==> src/sst_pkg.sv <==
package sst_pkg;

  // ****************************************************************
  // Register offsets (byte addresses on the AXI4-Lite bus)
  // ****************************************************************
  localparam logic [7:0] OFF_FEAT   = 8'h00;
  localparam logic [7:0] OFF_COUNT  = 8'h04;
  localparam logic [7:0] OFF_LBA_LO = 8'h08;
  localparam logic [7:0] OFF_LBA_MD = 8'h0C;
  localparam logic [7:0] OFF_LBA_HI = 8'h10;
  localparam logic [7:0] OFF_CMD    = 8'h14;
  localparam logic [7:0] OFF_TFSTAT = 8'h18;
  localparam logic [7:0] OFF_DATA   = 8'h1C;
  localparam logic [7:0] OFF_INFO   = 8'h20;

  localparam logic [1:0] RESP_OKAY   = 2'h0;
  localparam logic [1:0] RESP_SLVERR = 2'h2;

  // ****************************************************************
  // Taskfile codes
  // ****************************************************************
  localparam logic [7:0] CMD_SMART   = 8'hB0;
  localparam logic [7:0] CMD_RLOG    = 8'h2F;
  localparam logic [7:0] CMD_WLOG    = 8'h3F;
  localparam logic [7:0] FEAT_SM_RD  = 8'hD5;
  localparam logic [7:0] LOG_STATUS  = 8'hE0;
  localparam logic [7:0] LOG_XFER    = 8'hE1;
  localparam logic [7:0] SIG_LO      = 8'h4F;
  localparam logic [7:0] SIG_HI      = 8'hC2;
  localparam logic [7:0] LBA_MD_ZERO = 8'h00;
  localparam logic [7:0] CNT_ONE     = 8'h01;
  localparam logic [7:0] CNT_EIGHT   = 8'h08;

  // ****************************************************************
  // Status page contents
  // ****************************************************************
  localparam logic [15:0] FMT_VER    = 16'h0003;
  localparam logic [15:0] SPEC_VER   = 16'h0001;
  localparam logic [15:0] EXT_OK     = 16'h0000;
  localparam logic [15:0] EXT_CNT    = 16'h0003;
  localparam logic [15:0] EXT_NO_CMD = 16'h000B;
  localparam logic [15:0] EXT_BUSY   = 16'hFFFF;
  localparam logic [7:0]  DS_ACTIVE  = 8'h00;
  localparam logic [7:0]  DS_SELF    = 8'h03;
  localparam logic [7:0]  DS_OFFLINE = 8'h04;
  localparam logic [7:0]  DS_SCT     = 8'h05;
  localparam logic [1:0]  PS_BAD     = 2'h3;
  localparam logic        FLAG_RST   = 1'b0;
  localparam logic [10:0] PAGE_WORDS = 11'h080;

  typedef struct packed {
    logic [7:0] feat;
    logic [7:0] count;
    logic [7:0] lba_lo;
    logic [7:0] lba_md;
    logic [7:0] lba_hi;
  } sst_tf_t;

  typedef struct packed {
    logic [31:0] flags;
    logic [7:0]  drv_state;
    logic [15:0] ext;
    logic [15:0] impl_ver;
  } sst_page_in_t;

  typedef enum logic [3:0] {
    ST_IDLE = 4'b0001,
    ST_PAGE = 4'b0010,
    ST_XRD  = 4'b0100,
    ST_XWR  = 4'b1000
  } sst_state_t;

endpackage

==> src/sst_page.sv <==
`timescale 1ns/1ns
module sst_page (
  input  wire logic [6:0]            idx,
  input  wire sst_pkg::sst_page_in_t pin,
  output logic [31:0]                word
);

  // ****************************************************************
  // Status page word lookup, bytes little endian within each word
  // ****************************************************************
  always_comb
  begin
    case (idx)
      7'h00:   word = {pin.impl_ver, sst_pkg::FMT_VER};
      7'h01:   word = {pin.flags[15:0], sst_pkg::SPEC_VER};
      7'h02:   word = {8'h00, pin.drv_state, pin.flags[31:16]};
      7'h03:   word = {pin.ext, 16'h0000};
      default: word = 32'h0000_0000;
    endcase
  end

endmodule

==> src/sst_top.sv <==
`timescale 1ns/1ns
// Summary of operation
// - Transfer data: log E1h, 2Fh read, 3Fh write.
// - Taskfile status reports only accept or reject.
// - Reading log E0h returns the status page.
// - Status request accepted even during background action.
// - Status request leaves power and background untouched.
// - SMART status: B0h, 4Fh, C2h, E0h, one sector.
// - Log status: 2Fh, E0h, middle zero, one sector.
// - Bytes 1:0 hold format version 0003h.
// - Bytes 3:2 hold implementation version.
// - Bytes 5:4 hold supported revision 0001h.
// - Flag bit 0 set after full write-same.
// - A user block write clears the flag, unless a full write-same completes in the same cycle.
// - Capacity change clears the flag, unless a full write-same completes in the same cycle.
// - Flag kept in non-volatile storage.
// - Byte 10 encodes drive state 0 to 5.
// - Bytes 15:14 extended status, FFFFh while SCT busy.
// - Extended status 0000h means no error.
// - Transfers need a prior transport command.
module sst_top #(
  parameter logic [15:0] IMPL_VER = 16'h0001
) (
  input  wire logic        clk,
  input  wire logic        rst,
  input  wire logic [7:0]  s_axi_awaddr,
  input  wire logic        s_axi_awvalid,
  output logic             s_axi_awready,
  input  wire logic [31:0] s_axi_wdata,
  input  wire logic [3:0]  s_axi_wstrb,
  input  wire logic        s_axi_wvalid,
  output logic             s_axi_wready,
  output logic [1:0]       s_axi_bresp,
  output logic             s_axi_bvalid,
  input  wire logic        s_axi_bready,
  input  wire logic [7:0]  s_axi_araddr,
  input  wire logic        s_axi_arvalid,
  output logic             s_axi_arready,
  output logic [31:0]      s_axi_rdata,
  output logic [1:0]       s_axi_rresp,
  output logic             s_axi_rvalid,
  input  wire logic        s_axi_rready,
  input  wire logic        user_write,
  input  wire logic        cap_change,
  input  wire logic        ws_all_ok,
  input  wire logic        flag_nv_in,
  input  wire logic [1:0]  power_state,
  input  wire logic        self_test_busy,
  input  wire logic        offline_data_collection_busy,
  input  wire logic        sct_busy,
  input  wire logic        sct_done,
  input  wire logic [15:0] sct_ext,
  input  wire logic [31:0] xfer_rdata,
  output logic             flag_nv_out,
  output logic             sct_issue,
  output logic [31:0]      xd_wdata,
  output logic             xd_wvalid,
  output logic             xd_key,
  output logic             xd_rreq
);

  sst_pkg::sst_tf_t      tf_q;
  sst_pkg::sst_state_t   state_q;
  sst_pkg::sst_state_t   state_d;
  sst_pkg::sst_page_in_t page_in;
  logic [10:0] words_q;
  logic [10:0] words_d;
  logic [7:0]  aw_addr_q;
  logic [31:0] w_data_q;
  logic [3:0]  w_strb_q;
  logic        aw_got_q;
  logic        w_got_q;
  logic        aw_rdy_q;
  logic        w_rdy_q;
  logic        bvalid_q;
  logic [1:0]  bresp_q;
  logic        ar_rdy_q;
  logic        rvalid_q;
  logic [1:0]  rresp_q;
  logic [31:0] rdata_q;
  logic        done_q;
  logic        err_q;
  logic        issued_q;
  logic        flag_q;
  logic        loaded_q;
  logic [7:0]  drv_state_q;
  logic [15:0] ext_q;
  logic        sct_bg_q;
  logic        sct_issue_q;
  logic [31:0] xd_wdata_q;
  logic        xd_wvalid_q;
  logic        xd_key_q;
  logic        xd_rreq_q;
  logic [31:0] page_word;

  // ****************************************************************
  // AXI4-Lite decode
  // ****************************************************************
  wire aw_hs   = s_axi_awvalid & aw_rdy_q;
  wire w_hs    = s_axi_wvalid & w_rdy_q;
  wire ar_hs   = s_axi_arvalid & ar_rdy_q;
  wire wr_fire = aw_got_q & w_got_q & ~bvalid_q;
  wire wr_map  = (aw_addr_q <= sst_pkg::OFF_INFO) & (aw_addr_q[1:0] == 2'h0);
  wire rd_map  = (s_axi_araddr <= sst_pkg::OFF_INFO) & (s_axi_araddr[1:0] == 2'h0);
  wire wr_b0   = wr_fire & w_strb_q[0];
  wire wr_cmd  = wr_b0 & (aw_addr_q == sst_pkg::OFF_CMD);
  wire wr_data = wr_fire & (aw_addr_q == sst_pkg::OFF_DATA);
  wire rd_data = ar_hs & (s_axi_araddr == sst_pkg::OFF_DATA);

  // ****************************************************************
  // Command decode
  // ****************************************************************
  wire [7:0] cmd     = w_data_q[7:0];
  wire mid_zero      = tf_q.lba_md == sst_pkg::LBA_MD_ZERO;
  wire cnt_one       = tf_q.count == sst_pkg::CNT_ONE;
  wire cnt_ok        = cnt_one | (tf_q.count == sst_pkg::CNT_EIGHT);
  wire is_smart_st   = (cmd == sst_pkg::CMD_SMART) & (tf_q.feat == sst_pkg::FEAT_SM_RD)
                     & (tf_q.lba_lo == sst_pkg::LOG_STATUS) & (tf_q.lba_md == sst_pkg::SIG_LO)
                     & (tf_q.lba_hi == sst_pkg::SIG_HI) & cnt_one;
  wire is_log_st     = (cmd == sst_pkg::CMD_RLOG) & (tf_q.lba_lo == sst_pkg::LOG_STATUS)
                     & mid_zero & cnt_one;
  wire is_key        = (cmd == sst_pkg::CMD_WLOG) & (tf_q.lba_lo == sst_pkg::LOG_STATUS)
                     & mid_zero & cnt_one;
  wire is_xrd        = (cmd == sst_pkg::CMD_RLOG) & (tf_q.lba_lo == sst_pkg::LOG_XFER)
                     & mid_zero;
  wire is_xwr        = (cmd == sst_pkg::CMD_WLOG) & (tf_q.lba_lo == sst_pkg::LOG_XFER)
                     & mid_zero;
  wire is_xfer       = is_xrd | is_xwr;
  wire xfer_ok       = is_xfer & issued_q & cnt_ok;
  wire is_status     = is_smart_st | is_log_st;
  wire accept        = is_status | is_key | xfer_ok;
  wire [10:0] xfer_w = {tf_q.count[3:0], 7'h00};

  // ****************************************************************
  // Data phase sequencing
  // ****************************************************************
  wire rd_phase  = (state_q == sst_pkg::ST_PAGE) | (state_q == sst_pkg::ST_XRD);
  wire beat      = rd_phase ? rd_data : ((state_q == sst_pkg::ST_XWR) & wr_data);
  wire last      = words_q == 11'h001;
  wire key_end   = (state_q == sst_pkg::ST_XWR) & beat & last & xd_key_q;
  wire [10:0] pg = sst_pkg::PAGE_WORDS - words_q;
  wire [6:0] idx = pg[6:0];

  // A new command always wins over an unfinished data phase, so a host that
  // gives up on a transfer can recover without a reset.
  always_comb
  begin
    state_d = state_q;
    words_d = words_q;
    if (wr_cmd)
    begin
      state_d = sst_pkg::ST_IDLE;
      if (is_status)
      begin
        state_d = sst_pkg::ST_PAGE;
        words_d = sst_pkg::PAGE_WORDS;
      end
      else if (is_key)
      begin
        state_d = sst_pkg::ST_XWR;
        words_d = sst_pkg::PAGE_WORDS;
      end
      else if (xfer_ok)
      begin
        state_d = is_xrd ? sst_pkg::ST_XRD : sst_pkg::ST_XWR;
        words_d = xfer_w;
      end
    end
    else
    begin
      case (state_q)
        sst_pkg::ST_IDLE: state_d = sst_pkg::ST_IDLE;
        sst_pkg::ST_PAGE, sst_pkg::ST_XRD, sst_pkg::ST_XWR:
        begin
          if (beat)
          begin
            words_d = words_q - 11'h001;
            if (last)
              state_d = sst_pkg::ST_IDLE;
          end
        end
        default: state_d = sst_pkg::ST_IDLE;
      endcase
    end
  end

  // ****************************************************************
  // Page fields
  // ****************************************************************
  wire [15:0] ext_view = sct_bg_q ? sst_pkg::EXT_BUSY : ext_q;
  wire [7:0]  ps_code  = (power_state == sst_pkg::PS_BAD) ? sst_pkg::DS_ACTIVE
                       : {6'h00, power_state};
  wire [7:0]  ds_next  = sct_busy ? sst_pkg::DS_SCT
                       : offline_data_collection_busy ? sst_pkg::DS_OFFLINE
                       : self_test_busy ? sst_pkg::DS_SELF : ps_code;

  assign page_in = '{flags: {31'h0000_0000, flag_q}, drv_state: drv_state_q,
                     ext: ext_view, impl_ver: IMPL_VER};

  sst_page u_page (
    .idx  (idx),
    .pin  (page_in),
    .word (page_word)
  );

  wire drq = state_q != sst_pkg::ST_IDLE;
  wire [31:0] data_rd = (state_q == sst_pkg::ST_PAGE) ? page_word
                      : (state_q == sst_pkg::ST_XRD) ? xfer_rdata : 32'h0000_0000;
  wire [7:0] ra = s_axi_araddr;
  wire [31:0] rd_word =
      (ra == sst_pkg::OFF_FEAT)   ? {24'h00_0000, tf_q.feat}   :
      (ra == sst_pkg::OFF_COUNT)  ? {24'h00_0000, tf_q.count}  :
      (ra == sst_pkg::OFF_LBA_LO) ? {24'h00_0000, tf_q.lba_lo} :
      (ra == sst_pkg::OFF_LBA_MD) ? {24'h00_0000, tf_q.lba_md} :
      (ra == sst_pkg::OFF_LBA_HI) ? {24'h00_0000, tf_q.lba_hi} :
      (ra == sst_pkg::OFF_TFSTAT) ? {29'h0000_0000, drq, err_q, done_q} :
      (ra == sst_pkg::OFF_DATA)   ? data_rd :
      (ra == sst_pkg::OFF_INFO)   ? {ext_view, drv_state_q, 7'h00, flag_q} :
      32'h0000_0000;

  // ****************************************************************
  // AXI4-Lite write channel
  // ****************************************************************
  always_ff @(posedge clk or posedge rst)
  begin
    if (rst)
    begin
      aw_rdy_q  <= 1'b0;
      w_rdy_q   <= 1'b0;
      aw_got_q  <= 1'b0;
      w_got_q   <= 1'b0;
      aw_addr_q <= 8'h00;
      w_data_q  <= 32'h0000_0000;
      w_strb_q  <= 4'h0;
      bvalid_q  <= 1'b0;
      bresp_q   <= sst_pkg::RESP_OKAY;
    end
    else
    begin
      aw_rdy_q <= aw_hs ? 1'b0 : (~aw_got_q & ~bvalid_q & ~wr_fire);
      w_rdy_q  <= w_hs ? 1'b0 : (~w_got_q & ~bvalid_q & ~wr_fire);
      if (aw_hs)
      begin
        aw_got_q  <= 1'b1;
        aw_addr_q <= s_axi_awaddr;
      end
      else if (wr_fire)
        aw_got_q <= 1'b0;
      if (w_hs)
      begin
        w_got_q  <= 1'b1;
        w_data_q <= s_axi_wdata;
        w_strb_q <= s_axi_wstrb;
      end
      else if (wr_fire)
        w_got_q <= 1'b0;
      if (wr_fire)
      begin
        bvalid_q <= 1'b1;
        bresp_q  <= wr_map ? sst_pkg::RESP_OKAY : sst_pkg::RESP_SLVERR;
      end
      else if (s_axi_bready)
        bvalid_q <= 1'b0;
    end
  end

  // ****************************************************************
  // AXI4-Lite read channel
  // ****************************************************************
  always_ff @(posedge clk or posedge rst)
  begin
    if (rst)
    begin
      ar_rdy_q <= 1'b0;
      rvalid_q <= 1'b0;
      rresp_q  <= sst_pkg::RESP_OKAY;
      rdata_q  <= 32'h0000_0000;
    end
    else
    begin
      ar_rdy_q <= ar_hs ? 1'b0 : ~rvalid_q;
      if (ar_hs)
      begin
        rvalid_q <= 1'b1;
        rdata_q  <= rd_word;
        rresp_q  <= rd_map ? sst_pkg::RESP_OKAY : sst_pkg::RESP_SLVERR;
      end
      else if (s_axi_rready)
        rvalid_q <= 1'b0;
    end
  end

  // ****************************************************************
  // Taskfile, command state and transfer stream
  // ****************************************************************
  always_ff @(posedge clk or posedge rst)
  begin
    if (rst)
    begin
      tf_q        <= '0;
      state_q     <= sst_pkg::ST_IDLE;
      words_q     <= 11'h000;
      done_q      <= 1'b0;
      err_q       <= 1'b0;
      issued_q    <= 1'b0;
      ext_q       <= sst_pkg::EXT_OK;
      sct_issue_q <= 1'b0;
      xd_wdata_q  <= 32'h0000_0000;
      xd_wvalid_q <= 1'b0;
      xd_key_q    <= 1'b0;
      xd_rreq_q   <= 1'b0;
    end
    else
    begin
      state_q <= state_d;
      words_q <= words_d;
      if (wr_b0 & (aw_addr_q == sst_pkg::OFF_FEAT))
        tf_q.feat <= w_data_q[7:0];
      if (wr_b0 & (aw_addr_q == sst_pkg::OFF_COUNT))
        tf_q.count <= w_data_q[7:0];
      if (wr_b0 & (aw_addr_q == sst_pkg::OFF_LBA_LO))
        tf_q.lba_lo <= w_data_q[7:0];
      if (wr_b0 & (aw_addr_q == sst_pkg::OFF_LBA_MD))
        tf_q.lba_md <= w_data_q[7:0];
      if (wr_b0 & (aw_addr_q == sst_pkg::OFF_LBA_HI))
        tf_q.lba_hi <= w_data_q[7:0];
      // Completion only says taken or refused; the action result goes to ext.
      if (wr_cmd)
      begin
        done_q <= 1'b1;
        err_q  <= ~accept;
        if (is_key)
          xd_key_q <= 1'b1;
        else if (xfer_ok)
          xd_key_q <= 1'b0;
      end
      if (wr_cmd & is_xfer & ~issued_q)
        ext_q <= sst_pkg::EXT_NO_CMD;
      else if (wr_cmd & is_xfer & ~cnt_ok)
        ext_q <= sst_pkg::EXT_CNT;
      else if (sct_done)
        ext_q <= sct_ext;
      if (key_end)
        issued_q <= 1'b1;
      sct_issue_q <= key_end;
      xd_wvalid_q <= (state_q == sst_pkg::ST_XWR) & beat;
      if ((state_q == sst_pkg::ST_XWR) & beat)
        xd_wdata_q <= w_data_q;
      xd_rreq_q <= (state_q == sst_pkg::ST_XRD) & beat;
    end
  end

  // ****************************************************************
  // Whole-media flag and drive state
  // ****************************************************************
  // The stored value is caught on the first edge after reset release, so a
  // power cycle restores what the non-volatile copy held.
  always_ff @(posedge clk or posedge rst)
  begin
    if (rst)
    begin
      flag_q      <= sst_pkg::FLAG_RST;
      loaded_q    <= 1'b0;
      drv_state_q <= sst_pkg::DS_ACTIVE;
      sct_bg_q    <= 1'b0;
    end
    else
    begin
      loaded_q    <= 1'b1;
      drv_state_q <= ds_next;
      sct_bg_q    <= sct_busy;
      if (~loaded_q)
        flag_q <= flag_nv_in;
      else if (ws_all_ok)
        flag_q <= 1'b1;
      else if (user_write | cap_change)
        flag_q <= 1'b0;
    end
  end

  assign s_axi_awready = aw_rdy_q;
  assign s_axi_wready  = w_rdy_q;
  assign s_axi_bvalid  = bvalid_q;
  assign s_axi_bresp   = bresp_q;
  assign s_axi_arready = ar_rdy_q;
  assign s_axi_rvalid  = rvalid_q;
  assign s_axi_rresp   = rresp_q;
  assign s_axi_rdata   = rdata_q;
  assign flag_nv_out   = flag_q;
  assign sct_issue     = sct_issue_q;
  assign xd_wdata      = xd_wdata_q;
  assign xd_wvalid     = xd_wvalid_q;
  assign xd_key        = xd_key_q;
  assign xd_rreq       = xd_rreq_q;
endmodule

==> config.mk <==
export PLATFORM = sky130hd
export DESIGN_NAME = sst_top
export DESIGN_NICKNAME = d
export VERILOG_FILES = /design/src/sst_pkg.sv /design/src/sst_page.sv /design/src/sst_top.sv
export SDC_FILE = /design/constraint.sdc
export NUM_CORES = 1
export LEC_CHECK = 0
export ABC_AREA = 1
export BUFFER_PORTS_ARGS = -buffer_cell sky130_fd_sc_hd__buf_2
export CORE_MARGIN = 5
export CORE_UTILIZATION = 31
export CTS_CLUSTER_SIZE = 20
export DETAILED_ROUTE_END_ITERATION = 7
export GPL_TIMING_DRIVEN = 0
export PLACE_DENSITY_LB_ADDON = 0.3
export SYNTH_ARGS = -nofsm -noshare
export SYNTH_HDL_FRONTEND = slang
export SYNTH_SLANG_ARGS = --single-unit
==> constraint.sdc <==
create_clock -name clk -period 6.9 [get_ports clk]
set_input_delay 0.69 -clock clk [delete_from_list [all_inputs] [get_ports clk]]
set_output_delay 0.69 -clock clk [all_outputs]
set_load 0.1 [all_outputs]
==> flow_summary.toml <==
[global_route]
grt_max_degree = 123
grt_first_pass_wirelength_mm = 44.3
grt.overflow.total = 0
antenna_found_initial = 6
grt_pass1_vias = 8162
grt_usage_pct = 16.5

[power]
vdd_ir_drop_max_uv = 178
power_density_nw_per_um2 = 274
p_leak_nw = 5.80

[clock_tree]
post-cts-setup-buffers = 0
cts.sinks = 198
numCtsBuffers = 17
cts.clk_slew.worst_paths_ns = 0.08
cts_resized = 0
hold_buffers = 0
clkLatencyLatePin_ns = 0.44
cts_tree = "done"
clock_path_buffers = 2
h-tree-depth = 4
root_buffer = "clkbuf_16"

[drt]
drt-total-wl_mm = 27.8
firstDrtPassIters = 5
via_per_inst = 4.75
vias = 8110
drt-initial-drc-count = 481
drc = 0
ant_nets = 0
wl_per_cell_um = 16.3

[cells_and_area]
final_cell_mix = "280 x nand2_1, 197 x dfrtp_1, 191 x buf_2"
final_area_um2 = 11500
synthToLayoutAreaGrowth_pct = 22.1
final_nets = 1424
fillerInstances = 3090
final_common_cell = "nand2_1"
layout-drive-gt1-share_pct = 24.9

[sta]
fmax_ghz = 0.364
whs_ns = 0.300
slew-limit-headroom_pct = 33.8
setup_ws_ns = 4.16
finalSetupViolCount = 0
hold_viol = 0
period_share_pct = 39.8
drv_slew = 0
rsz0062_at_grt = "no"
fin_crit_ns = 2.74
worst_slew_pin_slew_ns = 0.983
skew_ns = 0.0197
tns_ns = 0

[setup_path]
critPathKind = "reg -> reg"
critPathMaxFanout = 10
reg2reg_setup_slack_ns = 4.16
crit_arrival_ns = 3.06
cp.required_ns = 7.22
end_kind = "register"
critical_path.startpoint_type = "register"
rr_worst_depth = 7

[synth]
syn_area_um2 = 9420
async_flop_share_pct = 100
synth_top_area_share_pct = 52.3
synth_edf_count = 0
synth_fa_ha_area_share_pct = 0.664
yosysTopAreaCell = "dfrtp_1"
synth_area_per_cell_um2 = 8.62
yosysSeqAreaShare_pct = 52.6
ys_seq_elements = 198
synth_ff_type = "dfrtp_1"
syn-instance-count = 1093
synthSimpleGateAreaFrac_pct = 22.8
synthMuxAreaShare_pct = 2.14
synthXorXnorAreaFrac_pct = 0.279
netlist-cell-type-count = 60
yosys_warnings = 0
synth_top_family_by_area = "simple AND/OR/NAND/NOR gates"
synth_compound_area_share_pct = 14.1
netlist_top_cells_area = "dfrtp_1 52%, nand2_1 11%, o21ai_0 5.2%, inv_1 4.8%, nor2_1 3.4%"

[floorplan]
ios = 195
start_util_pct = 31.6
die_area_um2 = 34000
core_um2 = 29800
fp-row-count = 63
chipWidth_um = 184
die_y_um = 184

[run_status]
outcome = "finished clean"

[min_path]
hp-class = "in -> async"

[place]
placed_cell_area_um2 = 10900
dp_hpwl_mm = 21.0
pre_cts_ws_ns = 4.18
place.gp.congestion = 0.906
port_buffers = 188

[flow_run]
maxCapViolCount = 0
## cells in the mapped netlist, types with 9 or more instances
master / instances
nor2_1: 86
nor2_2: 9
a22oi_2: 11
mux2_2: 17
nand2_1: 280
o21ai_0: 97
o21ai_2: 13
inv_2: 21
inv_1: 120
dfrtp_1: 197
nand4_1: 24
clkbuf_1: 24
a21oi_1: 41
nand3_1: 40
## cell families (layout without fill, tap and decap cells)
logic type / Yosys count / after routing
muxes: 18 / 18
and+or+nand+nor: 482 / 482
DFF: 198 / 198
buffers and inverters: 176 / 397
adders and majority gates: 5 / 5
AOI/OAI and AO/OA: 209 / 209
other: 2 / 4
xor gates and xnor gates: 3 / 3
## sequential cells by signal, summed over array words and instances (netlist names), 3 cells and up
signal       cells
aw_addr_q        8
drv_state_q      3
ext_q           16
s_axi_rdata     32
state_q          4
tf_q            40
w_data_q        32
words_q         11
xd_wdata        32
## per-layer routing
metal | vias up | track usage (%) | share of wire [%]
met5 | - | 0 | 0.29
met4 | 12 | 2.60 | 0.67
met3 | 26 | 4.56 | 7.5
met2 | 234 | 26.2 | 45
met1 | 3855 | 23.0 | 46
li1 | 3983 | - | -
## per-stage QoR
| stage | std cells | power, W | util (%) |
|---|---|---|---|
| 3_5_place_dp | 1673 | 0.00215 | 36.6 |
| 4_1_cts | 1705 | 0.00319 | 38.6 |
| 2_1_floorplan | 1094 | 0.00192 | - |
| 6_report | 1706 | 0.00315 | 38.6 |
| 5_1_grt | 1705 | 0.00333 | 38.6 |
| 3_3_place_gp | 1672 | 0.00213 | 36.4 |
## worst paths after layout
path / to / start
setup / recovery: words_q[5] / state_q[1]
hold / removal: loaded_q / rst
setup reg to reg: words_q[5] / state_q[1]
hold reg to reg: flag_nv_out / loaded_q
max in group asynchronous: s_axi_rdata[1] / rst
min in group clk: sct_bg_q / sct_busy
## critical path: stages, from the launching register on
cell and delay (ns):
dfrtp_1 0.42, nor4_1 0.85, nand3_1 0.54, o31ai_4 0.26
nand2_8 0.13, nand4_4 0.16, buf_6 0.19, o22ai_2 0.08
## where the power goes
| part | internal (W) | switching [W] | leakage (nW) |
|---|---|---|---|
| sequential | 0.00133 | 0.000102 | 2.56 |
| clock | 0.000525 | 0.000512 | 0.298 |
| combinational | 0.000184 | 0.000501 | 2.94 |
## area by class of cell
type	count	area, um^2	area share (%)
well taps	390	488	4.24
multi-input cells	720	3780	32.8
plain buffers	34	161	1.40
repair buffers	189	968	8.42
inverters	142	541	4.70
diodes	1	2.50	0.0217
clock buffers	18	429	3.73
flip-flops and latches	198	4960	43.1
clock inverters	14	184	1.60
Note: power is estimated with default switching activity, not from simulation.
